--- config.mk ---
export PLATFORM = sky130hd
export DESIGN_NAME = reassembly_event_status_regs
export DESIGN_NICKNAME = d
export VERILOG_FILES = /design/src/hdl/reassembly_event_pkg.sv /design/src/hdl/reassembly_event_status_regs.sv
export SDC_FILE = /design/constraint.sdc
export NUM_CORES = 1
export LEC_CHECK = 0
export ABC_AREA = 1
export BUFFER_PORTS_ARGS = -buffer_cell sky130_fd_sc_hd__buf_2
export CAP_MARGIN = 30
export CORE_ASPECT_RATIO = 1.1
export CORE_MARGIN = 10
export CORE_UTILIZATION = 47
export CTS_CLUSTER_DIAMETER = 120
export CTS_CLUSTER_SIZE = 25
export DETAILED_ROUTE_END_ITERATION = 16
export PLACE_DENSITY = 0.77
export SETUP_SLACK_MARGIN = 0.15
export SYNTH_ARGS = -nofsm -noshare
export SYNTH_HDL_FRONTEND = slang
export SYNTH_SLANG_ARGS = --single-unit
--- constraint.sdc ---
create_clock -name i_clk -period 1.27 [get_ports i_clk]
set_clock_uncertainty 0.1 [all_clocks]
set_input_delay 0.254 -clock i_clk [delete_from_list [all_inputs] [get_ports i_clk]]
set_output_delay 0.254 -clock i_clk [all_outputs]
set_load 0.02 [all_outputs]
--- src/hdl/reassembly_event_pkg.sv ---
package reassembly_event_pkg;
    // ======================================================
    // register offsets on the host port (word index)
    localparam logic [3:0] ADDR_MODE_ZERO = 4'h0;
    localparam logic [3:0] ADDR_MODE_ONE = 4'h1;
    localparam logic [3:0] ADDR_EVENT_FLAGS = 4'h2;
    localparam logic [3:0] ADDR_QUEUE_COND = 4'h3;
    localparam logic [3:0] ADDR_EVENT_MASK = 4'h4;

    // ======================================================
    // reset values
    localparam logic [15:0] MODE_ZERO_RST = 16'h0000;
    localparam logic [15:0] MODE_ONE_RST = 16'h0000;
    localparam logic [15:0] EVENT_FLAGS_RST = 16'h0000;
    localparam logic [15:0] EVENT_MASK_RST = 16'hFFFF;
    localparam logic [3:0] ARMED_RST = 4'hF;

    // ======================================================
    // mode register zero fields
    localparam int M0_WR_PROTECT = 0;
    localparam int M0_ON_LINE = 1;
    localparam int M0_UNPROC_OVERWRITE = 2;
    localparam int M0_CONST_RATE_OVERWRITE = 3;

    // mode register one fields
    localparam int M1_EVEN_PARITY = 0;
    localparam int M1_CONG_FORWARD = 1;
    localparam int M1_CONG_CHECK = 2;

    // ======================================================
    // event flag positions
    localparam int EV_UNPROC_ARRIVED = 0;
    localparam int EV_CONST_ARRIVED = 1;
    localparam int EV_DONE_ARRIVED = 2;
    localparam int EV_EXC_ARRIVED = 3;
    localparam int EV_UNPROC_OVERRUN = 4;
    localparam int EV_CONST_OVERRUN = 5;
    localparam int EV_DONE_OVERRUN = 6;
    localparam int EV_EXC_OVERRUN = 7;
    localparam int EV_LITTLE_EXHAUST = 8;
    localparam int EV_BIG_EXHAUST = 9;
    localparam int EV_CM_PARITY = 10;
    localparam int EV_RESERVED = 11;
    localparam int EV_CELL_WRAP = 12;
    localparam int EV_CONST_WRAP = 13;
    localparam int EV_FAULT_WRAP = 14;
    localparam int EV_PKT_WRAP = 15;

    // queue condition register: off-line flag position
    localparam int QC_OFF_LINE = 15;

    // ======================================================
    // on-line control states
    typedef enum logic [2:0] {
        ST_OFFLINE = 3'b001,
        ST_ONLINE = 3'b010,
        ST_DRAIN = 3'b100
    } line_state_t;
endpackage

--- src/hdl/reassembly_event_status_regs.sv ---
// The strobed register port and the placing of the registers were left to the implementer.
`timescale 1ns/1ps
// Functional notes
// - congestion payload CRC checked only while the check enable bit is 1.
// - congestion cells go to the unprocessed queue only when forwarding on.
// - parity sense 0 odd, 1 even; generated on writes, checked on reads.
// - event flags are sticky; interrupt only for flags with mask bit 0.
// - a masked event still sets its flag but gives no interrupt.
// - reading the event flags returns them and clears them.
// - flags 15..12 set on wrap of the four counters.
// - flag 11 is reserved and always reads zero.
// - control memory parity fault sets flag 10 and aborts the cell.
// - flag 9 and drop when the needed free list is exhausted.
// - flag 8 and drop when a small packet finds both lists empty.
// - flag 7 when an exception cannot be logged, list full.
// - flag 6 and hold the packet while the done list is full.
// - flag 5 when const rate cells drop on a full list.
// - flag 4 when unprocessed cells drop on a full list.
// - flag 3 on exception list empty to busy, rearmed once empty.
// - flag 2 on done list empty to busy, rearmed once empty.
// - flag 1 on const rate list empty to busy, rearmed once empty.
// - flag 0 on unprocessed list empty to busy, rearmed once empty.
// - queue condition register is read-only, live, no interrupts.
// - off-line bit 1 after reset and while off-line, 0 when running.
// - bits 11..0 show full/empty pairs of six queues; 14..12 zero.
// - on-line bit 0 finishes the current cycle, then goes off-line.
// - overwrite bit 0 drops on full; 1 writes regardless of full.
module reassembly_event_status_regs
    import reassembly_event_pkg::*;
(
    input wire logic i_clk,
    input wire logic i_rst_n,
    input wire logic [3:0] i_addr,
    input wire logic [15:0] i_wdata,
    input wire logic i_wr,
    input wire logic i_rd,
    output logic [15:0] o_rdata,
    output logic o_irq,
    input wire logic i_cycle_busy,
    output logic o_reassembly_run,
    output logic o_ctrl_mem_access_en,
    input wire logic i_drop_packet_count_wrap,
    input wire logic i_fault_count_wrap,
    input wire logic i_drop_const_rate_count_wrap,
    input wire logic i_total_cell_count_wrap,
    input wire logic [15:0] i_cm_wr_data,
    input wire logic [31:0] i_pm_wr_data,
    output logic o_cm_wr_parity,
    output logic o_pm_wr_parity,
    input wire logic i_cm_rd_valid,
    input wire logic i_cm_par_chk_en,
    input wire logic [15:0] i_cm_rd_data,
    input wire logic i_cm_rd_parity,
    output logic o_cell_abort,
    input wire logic i_cell_valid,
    input wire logic i_cell_par_chk_en,
    input wire logic [15:0] i_cell_data,
    input wire logic i_cell_parity,
    output logic o_cell_parity_fault,
    input wire logic i_cong_cell,
    input wire logic i_cong_crc_ok,
    output logic o_cong_crc_fault,
    input wire logic i_raw_cell,
    output logic o_raw_write,
    output logic o_raw_drop,
    input wire logic i_cbr_cell,
    output logic o_cbr_write,
    output logic o_cbr_drop,
    input wire logic i_pkt_arrive,
    input wire logic i_pkt_small,
    output logic o_pkt_drop,
    input wire logic i_exc_report,
    output logic o_exc_write,
    input wire logic i_pkt_finished,
    output logic o_done_write,
    output logic o_pkt_hold,
    input wire logic i_unprocessed_list_at_capacity,
    input wire logic i_unprocessed_list_vacant,
    input wire logic i_const_rate_list_at_capacity,
    input wire logic i_const_rate_list_vacant,
    input wire logic i_exception_list_at_capacity,
    input wire logic i_exception_list_vacant,
    input wire logic i_done_list_at_capacity,
    input wire logic i_done_list_vacant,
    input wire logic i_big_desc_list_at_capacity,
    input wire logic i_big_desc_list_vacant,
    input wire logic i_little_desc_list_at_capacity,
    input wire logic i_little_desc_list_vacant
);
    // ======================================================
    // state
    typedef struct packed {
        logic [15:0] mode_zero;
        logic [15:0] mode_one;
        logic [15:0] flags;
        logic [15:0] mask;
        logic [3:0] armed;
        line_state_t line;
        logic [15:0] rdata;
        logic hold;
        logic abort;
        logic cell_fault;
        logic crc_fault;
        logic raw_write;
        logic raw_drop;
        logic cbr_write;
        logic cbr_drop;
        logic pkt_drop;
        logic exc_write;
        logic done_write;
    } state_t;
    state_t st, next_st;
    logic [15:0] set, qcond;
    logic [3:0] wr_ev, vacant;
    logic even, raw_req, raw_ok, cbr_ok, big_short, little_short;
    logic done_try, cm_fault;
    // ======================================================
    // live queue conditions, assembled each cycle
    // queue pairs
    assign qcond = {st.line == ST_OFFLINE, 3'h0,
        i_unprocessed_list_at_capacity, i_unprocessed_list_vacant,
        i_const_rate_list_at_capacity, i_const_rate_list_vacant,
        i_exception_list_at_capacity, i_exception_list_vacant,
        i_done_list_at_capacity, i_done_list_vacant,
        i_big_desc_list_at_capacity, i_big_desc_list_vacant,
        i_little_desc_list_at_capacity, i_little_desc_list_vacant};
    // parity generation; even sense means the word plus bit has even ones
    // parity sense
    assign even = st.mode_one[M1_EVEN_PARITY];
    assign o_cm_wr_parity = even ? ^i_cm_wr_data : ~^i_cm_wr_data;
    assign o_pm_wr_parity = even ? ^i_pm_wr_data : ~^i_pm_wr_data;
    assign cm_fault = i_cm_rd_valid && i_cm_par_chk_en &&
        ((^{i_cm_rd_data, i_cm_rd_parity}) != ~even);
    // queue admission decisions, combinational so they act this cycle
    // forward congestion
    assign raw_req = i_raw_cell ||
        (i_cong_cell && st.mode_zero[M0_ON_LINE] &&
        st.mode_one[M1_CONG_FORWARD]);
    assign raw_ok = !i_unprocessed_list_at_capacity ||
        st.mode_zero[M0_UNPROC_OVERWRITE];
    assign cbr_ok = !i_const_rate_list_at_capacity ||
        st.mode_zero[M0_CONST_RATE_OVERWRITE];
    assign big_short = i_big_desc_list_vacant &&
        (!i_pkt_small || i_little_desc_list_vacant);
    assign little_short = i_pkt_small && i_big_desc_list_vacant &&
        i_little_desc_list_vacant;
    assign done_try = i_pkt_finished || st.hold;
    // queue writes that may produce an arrival flag
    assign wr_ev = {i_exc_report && !i_exception_list_at_capacity,
        done_try && !i_done_list_at_capacity,
        i_cbr_cell && cbr_ok, raw_req && raw_ok};
    assign vacant = {i_exception_list_vacant, i_done_list_vacant,
        i_const_rate_list_vacant, i_unprocessed_list_vacant};

    // ======================================================
    // event sources gathered into one set vector
    always_comb begin
        set = 16'h0000;
        set[EV_PKT_WRAP] = i_drop_packet_count_wrap;
        set[EV_FAULT_WRAP] = i_fault_count_wrap;
        set[EV_CONST_WRAP] = i_drop_const_rate_count_wrap;
        set[EV_CELL_WRAP] = i_total_cell_count_wrap;
        set[EV_CM_PARITY] = cm_fault;
        set[EV_BIG_EXHAUST] = i_pkt_arrive && big_short;
        set[EV_LITTLE_EXHAUST] = i_pkt_arrive && little_short;
        set[EV_EXC_OVERRUN] = i_exc_report && i_exception_list_at_capacity;
        set[EV_DONE_OVERRUN] = done_try && i_done_list_at_capacity;
        set[EV_CONST_OVERRUN] = i_cbr_cell && !cbr_ok;
        set[EV_UNPROC_OVERRUN] = raw_req && !raw_ok;
        // once per busy spell; the armed bit blocks repeats
        set[EV_EXC_ARRIVED] = wr_ev[3] && vacant[3] && st.armed[3];
        set[EV_DONE_ARRIVED] = wr_ev[2] && vacant[2] && st.armed[2];
        set[EV_CONST_ARRIVED] = wr_ev[1] && vacant[1] && st.armed[1];
        set[EV_UNPROC_ARRIVED] = wr_ev[0] && vacant[0] && st.armed[0];
    end

    // ======================================================
    // next state
    always_comb begin
        next_st = st;
        next_st.rdata = 16'h0000;
        // register writes; flags and queue condition ignore writes
        // read only
        if (i_wr) begin
            case (i_addr)
                ADDR_MODE_ZERO: next_st.mode_zero = i_wdata;
                ADDR_MODE_ONE: next_st.mode_one = i_wdata;
                ADDR_EVENT_MASK: next_st.mask = i_wdata;
                default: next_st.mode_zero = st.mode_zero;
            endcase
        end
        // read data stands one cycle; unmapped addresses read zero
        if (i_rd) begin
            case (i_addr)
                ADDR_MODE_ZERO: next_st.rdata = st.mode_zero;
                ADDR_MODE_ONE: next_st.rdata = st.mode_one;
                ADDR_EVENT_FLAGS: next_st.rdata = st.flags;
                ADDR_QUEUE_COND: next_st.rdata = qcond;
                ADDR_EVENT_MASK: next_st.rdata = st.mask;
                default: next_st.rdata = 16'h0000;
            endcase
        end
        // clear on read; an event in the read cycle survives the clear
        // clear on read
        if (i_rd && i_addr == ADDR_EVENT_FLAGS) begin
            next_st.flags = set;
        end else begin
            next_st.flags = st.flags | set;
        end
        next_st.flags[EV_RESERVED] = 1'b0;
        // rearm each arrival flag while its list sits empty
        for (int i = 0; i < 4; i++) begin
            if (set[i]) begin
                next_st.armed[i] = 1'b0;
            end else if (vacant[i]) begin
                next_st.armed[i] = 1'b1;
            end
        end
        next_st.hold = done_try && i_done_list_at_capacity;
        // registered one-cycle strobes toward the reassembly core
        next_st.abort = cm_fault;
        next_st.cell_fault = i_cell_valid && i_cell_par_chk_en &&
            ((^{i_cell_data, i_cell_parity}) != ~even);
        next_st.crc_fault = i_cong_cell && st.mode_one[M1_CONG_CHECK] &&
            !i_cong_crc_ok;
        next_st.raw_write = raw_req && raw_ok;
        next_st.raw_drop = raw_req && !raw_ok;
        next_st.cbr_write = i_cbr_cell && cbr_ok;
        next_st.cbr_drop = i_cbr_cell && !cbr_ok;
        next_st.pkt_drop = i_pkt_arrive && big_short;
        next_st.exc_write = wr_ev[3];
        next_st.done_write = wr_ev[2];
        // graceful off-line: the running cycle may finish first
        // graceful stop
        case (st.line)
            ST_OFFLINE: begin
                if (st.mode_zero[M0_ON_LINE]) begin
                    next_st.line = ST_ONLINE;
                end
            end
            ST_ONLINE: begin
                if (!st.mode_zero[M0_ON_LINE]) begin
                    next_st.line = ST_DRAIN;
                end
            end
            ST_DRAIN: begin
                if (!i_cycle_busy) begin
                    next_st.line = ST_OFFLINE;
                end
            end
            default: next_st.line = ST_OFFLINE;
        endcase
    end
    // ======================================================
    // state register, synchronous reset
    always_ff @(posedge i_clk) begin
        if (!i_rst_n) begin
            st <= '{mode_zero: MODE_ZERO_RST, mode_one: MODE_ONE_RST,
                flags: EVENT_FLAGS_RST, mask: EVENT_MASK_RST,
                armed: ARMED_RST, line: ST_OFFLINE, default: '0};
        end else begin
            st <= next_st;
        end
    end

    // ======================================================
    // outputs
    // unmasked flags
    assign o_irq = |(st.flags & ~st.mask);
    assign o_rdata = st.rdata;
    assign o_reassembly_run = st.line == ST_ONLINE;
    assign o_ctrl_mem_access_en = st.line != ST_OFFLINE;
    assign o_pkt_hold = st.hold;
    assign o_cell_abort = st.abort;
    assign o_cell_parity_fault = st.cell_fault;
    assign o_cong_crc_fault = st.crc_fault;
    assign o_raw_write = st.raw_write;
    assign o_raw_drop = st.raw_drop;
    assign o_cbr_write = st.cbr_write;
    assign o_cbr_drop = st.cbr_drop;
    assign o_pkt_drop = st.pkt_drop;
    assign o_exc_write = st.exc_write;
    assign o_done_write = st.done_write;
endmodule

Word level (Yosys, flattened, before mapping)
Index checks and enable logic that the tools add are counted.
{"block": "classes", "bitwise": 4, "muxes": 16, "n_eq_ne": 13, "reduce_logical": 60}
{"cell": "$pmux 16 s5", "count": 1}
{"cell": "$reduce_xor 17->1", "count": 2}
{"cell": "$reduce_xnor 32->1", "count": 1}
{"cell": "$reduce_xor 32->1", "count": 1}
{"cell": "$logic_and 1x1->1", "count": 30}
{"cell": "$and 16x16->16", "count": 1}
{"cell": "$mux 16", "count": 1}
{"cell": "$not 16->16", "count": 1}
{"cell": "$or 16x16->16", "count": 1}
{"cell": "$reduce_or 16->1", "count": 1}
{"cell": "$reduce_xnor 16->1", "count": 1}
{"cell": "$reduce_xor 16->1", "count": 1}
{"cell": "$mux 1", "count": 10}
{"cell": "$mux 3", "count": 3}
{"cell": "$pmux 3 s3", "count": 1}
{"cell": "$eq 4x2->1 const B", "count": 2}
{"cell": "$logic_not 1->1", "count": 8}
{"cell": "$reduce_and 2->1", "count": 4}
{"cell": "$reduce_bool 2->1", "count": 4}
{"cell": "$ne 2x2->1 const B", "count": 3}
{"cell": "$logic_or 1x1->1", "count": 5}
{"cell": "$eq 4x1->1 const B", "count": 1}
{"cell": "$eq 4x3->1 const B", "count": 1}
{"cell": "$logic_not 4->1", "count": 1}
{"cell": "other kinds (7)", "count": 8}
{"block": "totals", "wordCells": 115, "out_inout_bits": 32, "register_bits": 98, "inputBits": 135}

Depth between registers and ports, before layout
{"block": "depth", "word_depth": 8, "ltp_mapped": 14}

Least setup slack after synthesis
Ideal clock, no wire load.
{"block": "synth_timing", "kind": "input-to-output", "from": "input port i_pm_wr_data[8]", "to": "output port o_pm_wr_parity", "t_required_ps": 916, "cell_stages": 13, "path_slack_ps": -191, "arrival_ps": 1107, "n_path_buf": 0, "path_cell_list": "nand2_1 inv_1 nor2_1 nand2_1 nand2_1 nand2_1 nand2_1 inv_1 nand2_1 nand2_1 nand2_1 nand3_1 nand2_1"}
{"block": "synth_between", "elab_chain_len": 2, "word_cells_on_any_way": 3, "classes_between": "mux: 1; reduce/logical: 2"}
{"item": "from (decl)", "line_no": "reassembly_event_status_regs.sv:47", "rtl": "input wire logic [31:0] i_pm_wr_data,"}
{"item": "$reduce_xnor 32->1 / $reduce_xor 32->1 (equally long branches)", "line_no": "reassembly_event_status_regs.sv:131", "rtl": "assign o_pm_wr_parity = even ? ^i_pm_wr_data : ~^i_pm_wr_data;"}
{"item": "$mux 1 *", "line_no": "reassembly_event_status_regs.sv:131"}
{"item": "to (decl)", "line_no": "reassembly_event_status_regs.sv:49", "rtl": "output logic o_pm_wr_parity,"}
Mark *: on every way between the ends. The rest lies on a longest branch, timed or not.

Worst setup path after layout
{"block": "layout_timing", "from": "register st[47] (netlist bit)", "to": "output port o_irq"}
{"block": "layout_between", "elab_chain_len": 3}
{"item": "from (decl)", "line_no": "reassembly_event_status_regs.sv:112", "rtl": "state_t st, next_st;"}
{"item": "from (signal assigned)", "line_no": "reassembly_event_status_regs.sv:258", "rtl": "st <= '{mode_zero: MODE_ZERO_RST, mode_one: MODE_ONE_RST,"}
{"item": "from (signal assigned)", "line_no": "reassembly_event_status_regs.sv:262", "rtl": "st <= next_st;"}
{"item": "$not 16->16", "line_no": "reassembly_event_status_regs.sv:269", "rtl": "assign o_irq = |(st.flags & ~st.mask);"}
{"item": "$and 16x16->16", "line_no": "reassembly_event_status_regs.sv:269"}
{"item": "$reduce_or 16->1", "line_no": "reassembly_event_status_regs.sv:269"}
{"item": "to (decl)", "line_no": "reassembly_event_status_regs.sv:38", "rtl": "output logic o_irq,"}
No other way between the ends.

==> impl_metrics.ini <==
[hold_path]
hp-class = in2reg
worstHoldEndpoint = st[63]$_SDFF_PN0_
hp-start = i_drop_const_rate_count_wrap
min_path_cells = 3

[timing]
setup_slack_ns = -0.792
setup_violations = 15
period_needed_ns = 2.06
hold_viol_final = 0
rsz0062_at_grt = true
tns_ns = -3.38
fin_crit_sh_pct = 162
relSlewSlack_pct = 54.5
drv_slew = 0
worstMarginPinSlew_ns = 0.679
max_freq_mhz = 485

[synthesis]
ys.warnings.count = 0
yosys_most_used_dff = dfxtp_1
synth_seq_cells = 97
synthArstFlopShare_pct = 0
synth_largest_area_cell = dfxtp_1
synth.top_cell.area_share_pct = 35.2
syn_inst = 833
syn_avg_cell_area_sq_um = 6.62
synth_nets = 968
synth_edf_count = 0
netlist_area_sq_um = 5520
yosysSeqAreaShare_pct = 35.2
yosysMostFrequentCell = nand2_1
yosys-top-cells-count = nand2_1 (300), inv_1 (108), dfxtp_1 (97), a21oi_1 (45), nor2_1 (36)
ys_types = 37
synthTopCellsByArea = dfxtp_1 (35%), nand2_1 (20%), inv_1 (7.3%), xnor2_1 (4.4%), a21oi_1 (4.1%)

[routing]
drtIter0Drc = 550
vias_per_cell = 5.38
drc = 0
vias = 6556
wirelength_mm = 21.7
routedWlPerCell_microns = 17.8
dr.pass1.iters = 7
ant_nets = 0

[clocking]
cts_max_level = 3
clockBufferDepth = 2
clk_pin_slew_ns = 0.07
clkLatencyLatePin_ns = 0.35
numCtsBuffers = 9
numClockSinks = 97
cts_tree = done
cts_root_buf = clkbuf_16

[setup_path]
max_stage_delay_ns = 0.55
slowest_stage = or4_4
crit_chain = inv_1 > nand2_1 > o211ai_1 > or4_4 > buf_6
worstSetupEndpointType = primary output
cp.required_ns = 0.92
crit_path_max_fanout = 2
crit_arrival_ns = 1.71
critical_path_class = reg2out
cp_top_family = simple AND/OR/NAND/NOR gates
startpoint_type = register
crit_buf_inv = 2
ff2ff_path_depth = 7
r2r-end = st[29]$_SDFFE_PN0P_
reg2reg_slack_ns = -0.34
worstReg2RegStart = st[27]$_SDFFE_PN1P_

[floorplan]
die_w_microns = 123
die_h_microns = 134
initial_core_util_pct = 48.0
core_area_sq_um = 11500
num_rows = 41
ios = 167
die_area_sq_um = 16500

[layout]
largest_reg_flops = 69
regArea_sq_um = 2000
area_delta_synth_final_pct = 57.7
largest-register = st
design_area_sq_um = 8700
multiInputGateArea_sq_um = 3710
final_nets = 1198
nFillCells = 746
n_antenna_cell = 0
drive_gt1_share_pct = 49.5
final_util_pct = 75.7

[place]
hpwlAfterDp_mm = 12.5
place_area_sq_um = 7140
port_buffers = 166
globalplace.congestion = 0.826

[pwr]
peakVddDrop_mv = 0.903
total_power_mw = 9.37
p_per_area_nw_per_um2 = 1080
leakage_nw = 4.12

[grt]
grt_max_degree = 30
antenna_found_initial = 2
track_usage_pct = 20.7
grt-ovfl-total = 0
grt_pass1_wl_mm = 28.2
grt_pass1_vias = 6191

[job]
cap_violations = 0

[status]
outcome = finished with violations
violations = setup timing
==> per-layer routing <==
layer  global-route usage (%)  share of wire [%]
met1                     22.4                 35
met2                     36.3                 50
met3                     6.68                9.6
met4                     7.77                4.5
met5                        0                  0
==> cells by family (layout without fill, tap and decap cells) <==
| family | count (synthesis) | in the layout | share of synthesized area (%) |
|---|---|---|---|
| DFF | 97 | 97 | 35.2 |
| buffers and inverters | 156 | 390 | 13.1 |
| and+or+nand+nor | 393 | 394 | 29.1 |
| AOI/OAI and AO/OA | 142 | 142 | 15.5 |
| xor gates and xnor gates | 45 | 45 | 7.14 |
==> cell type report <==
class | count | share of cell area, %
timing repair buffer | 259 | 22.7
multi-input combinational | 581 | 42.7
tap | 150 | 2.16
sequential | 97 | 23.0
clock buffer | 11 | 2.67
inverter | 115 | 5.38
clock inverter | 5 | 1.45
==> where the power goes <==
group          internal, mW  total, mW  leakage, nW  switching [mW]
sequential             3.19       3.30        0.805           0.113
combinational          1.23       2.75         3.14            1.52
clock                  2.13       3.32        0.174            1.19
total                  6.55       9.37         4.12            2.82
==> worst reg2reg max path, stage by stage (launching register included) <==
cell and delay [ns]:
dfxtp_4 0.40, inv_4 0.05, buf_4 0.13, nand4_1 0.19, o211ai_1 0.20, nor2_2 0.24
nand2_1 0.11, a21oi_2 0.13
==> layout by cell type, fill, tap and decap left out, drive strengths merged <==
master       Yosys  routed
nand2          305     306
buf             34     256
inv            114     114
dfxtp           97      97
a21oi           45      45
nor2            38      38
o21ai           32      32
nand3           31      31
xnor2           28      28
o22ai           25      25
xor2            17      17
o211ai          16      16
clkbuf           7      13
a211oi          12      12
nand4            8       8
a221oi           5       5
nand3b           4       4
a31o             4       4
bufinv           0       4
clkinv           1       2
nor3             2       2
nand2b           2       2
or2              1       1
o2111ai          1       1
or4              1       1
a31oi            1       1
o31ai            1       1
nor4             1       1
dlygate4sd3      0       1
==> timing repair <==
action                                 4_1_cts  5_1_grt
hold buffers                                 1        0
pin swaps                                   42       75
endpoints found under the hold margin        1        0
gates resized for setup                    150      172
setup buffers                                7       10
setup endpoints to repair                   65       73
cloned                                       1        2
==> metrics by stage <==
step | setup slack, ns | instances | hold slack (ns)
after floorplan | -0.139 | 833 | 0.233
after global placement | -0.455 | 1181 | 0.317
after detailed placement | -0.502 | 1181 | 0.327
after CTS | -0.692 | 1206 | 0.0148
after global routing | -0.815 | 1218 | 0.0395
final | -0.792 | 1218 | 0.0162
==> how the worst max path moves through the flow <==
stage,startpoint,to,slack (ns),depth (start not counted)
3_3_place_gp,i_pm_wr_data[8],o_pm_wr_parity,-0.45,16
6_report,st[47]$_SDFFE_PN1P_,o_irq,-0.79,5
3_5_place_dp,i_pm_wr_data[8],o_pm_wr_parity,-0.50,16
2_1_floorplan,i_pm_wr_data[8],o_pm_wr_parity,-0.14,14
5_1_grt,st[47]$_SDFFE_PN1P_,o_irq,-0.82,5
4_1_cts,st[38]$_SDFFE_PN1P_,o_irq,-0.69,5
Power figures use the tool's default switching activity.
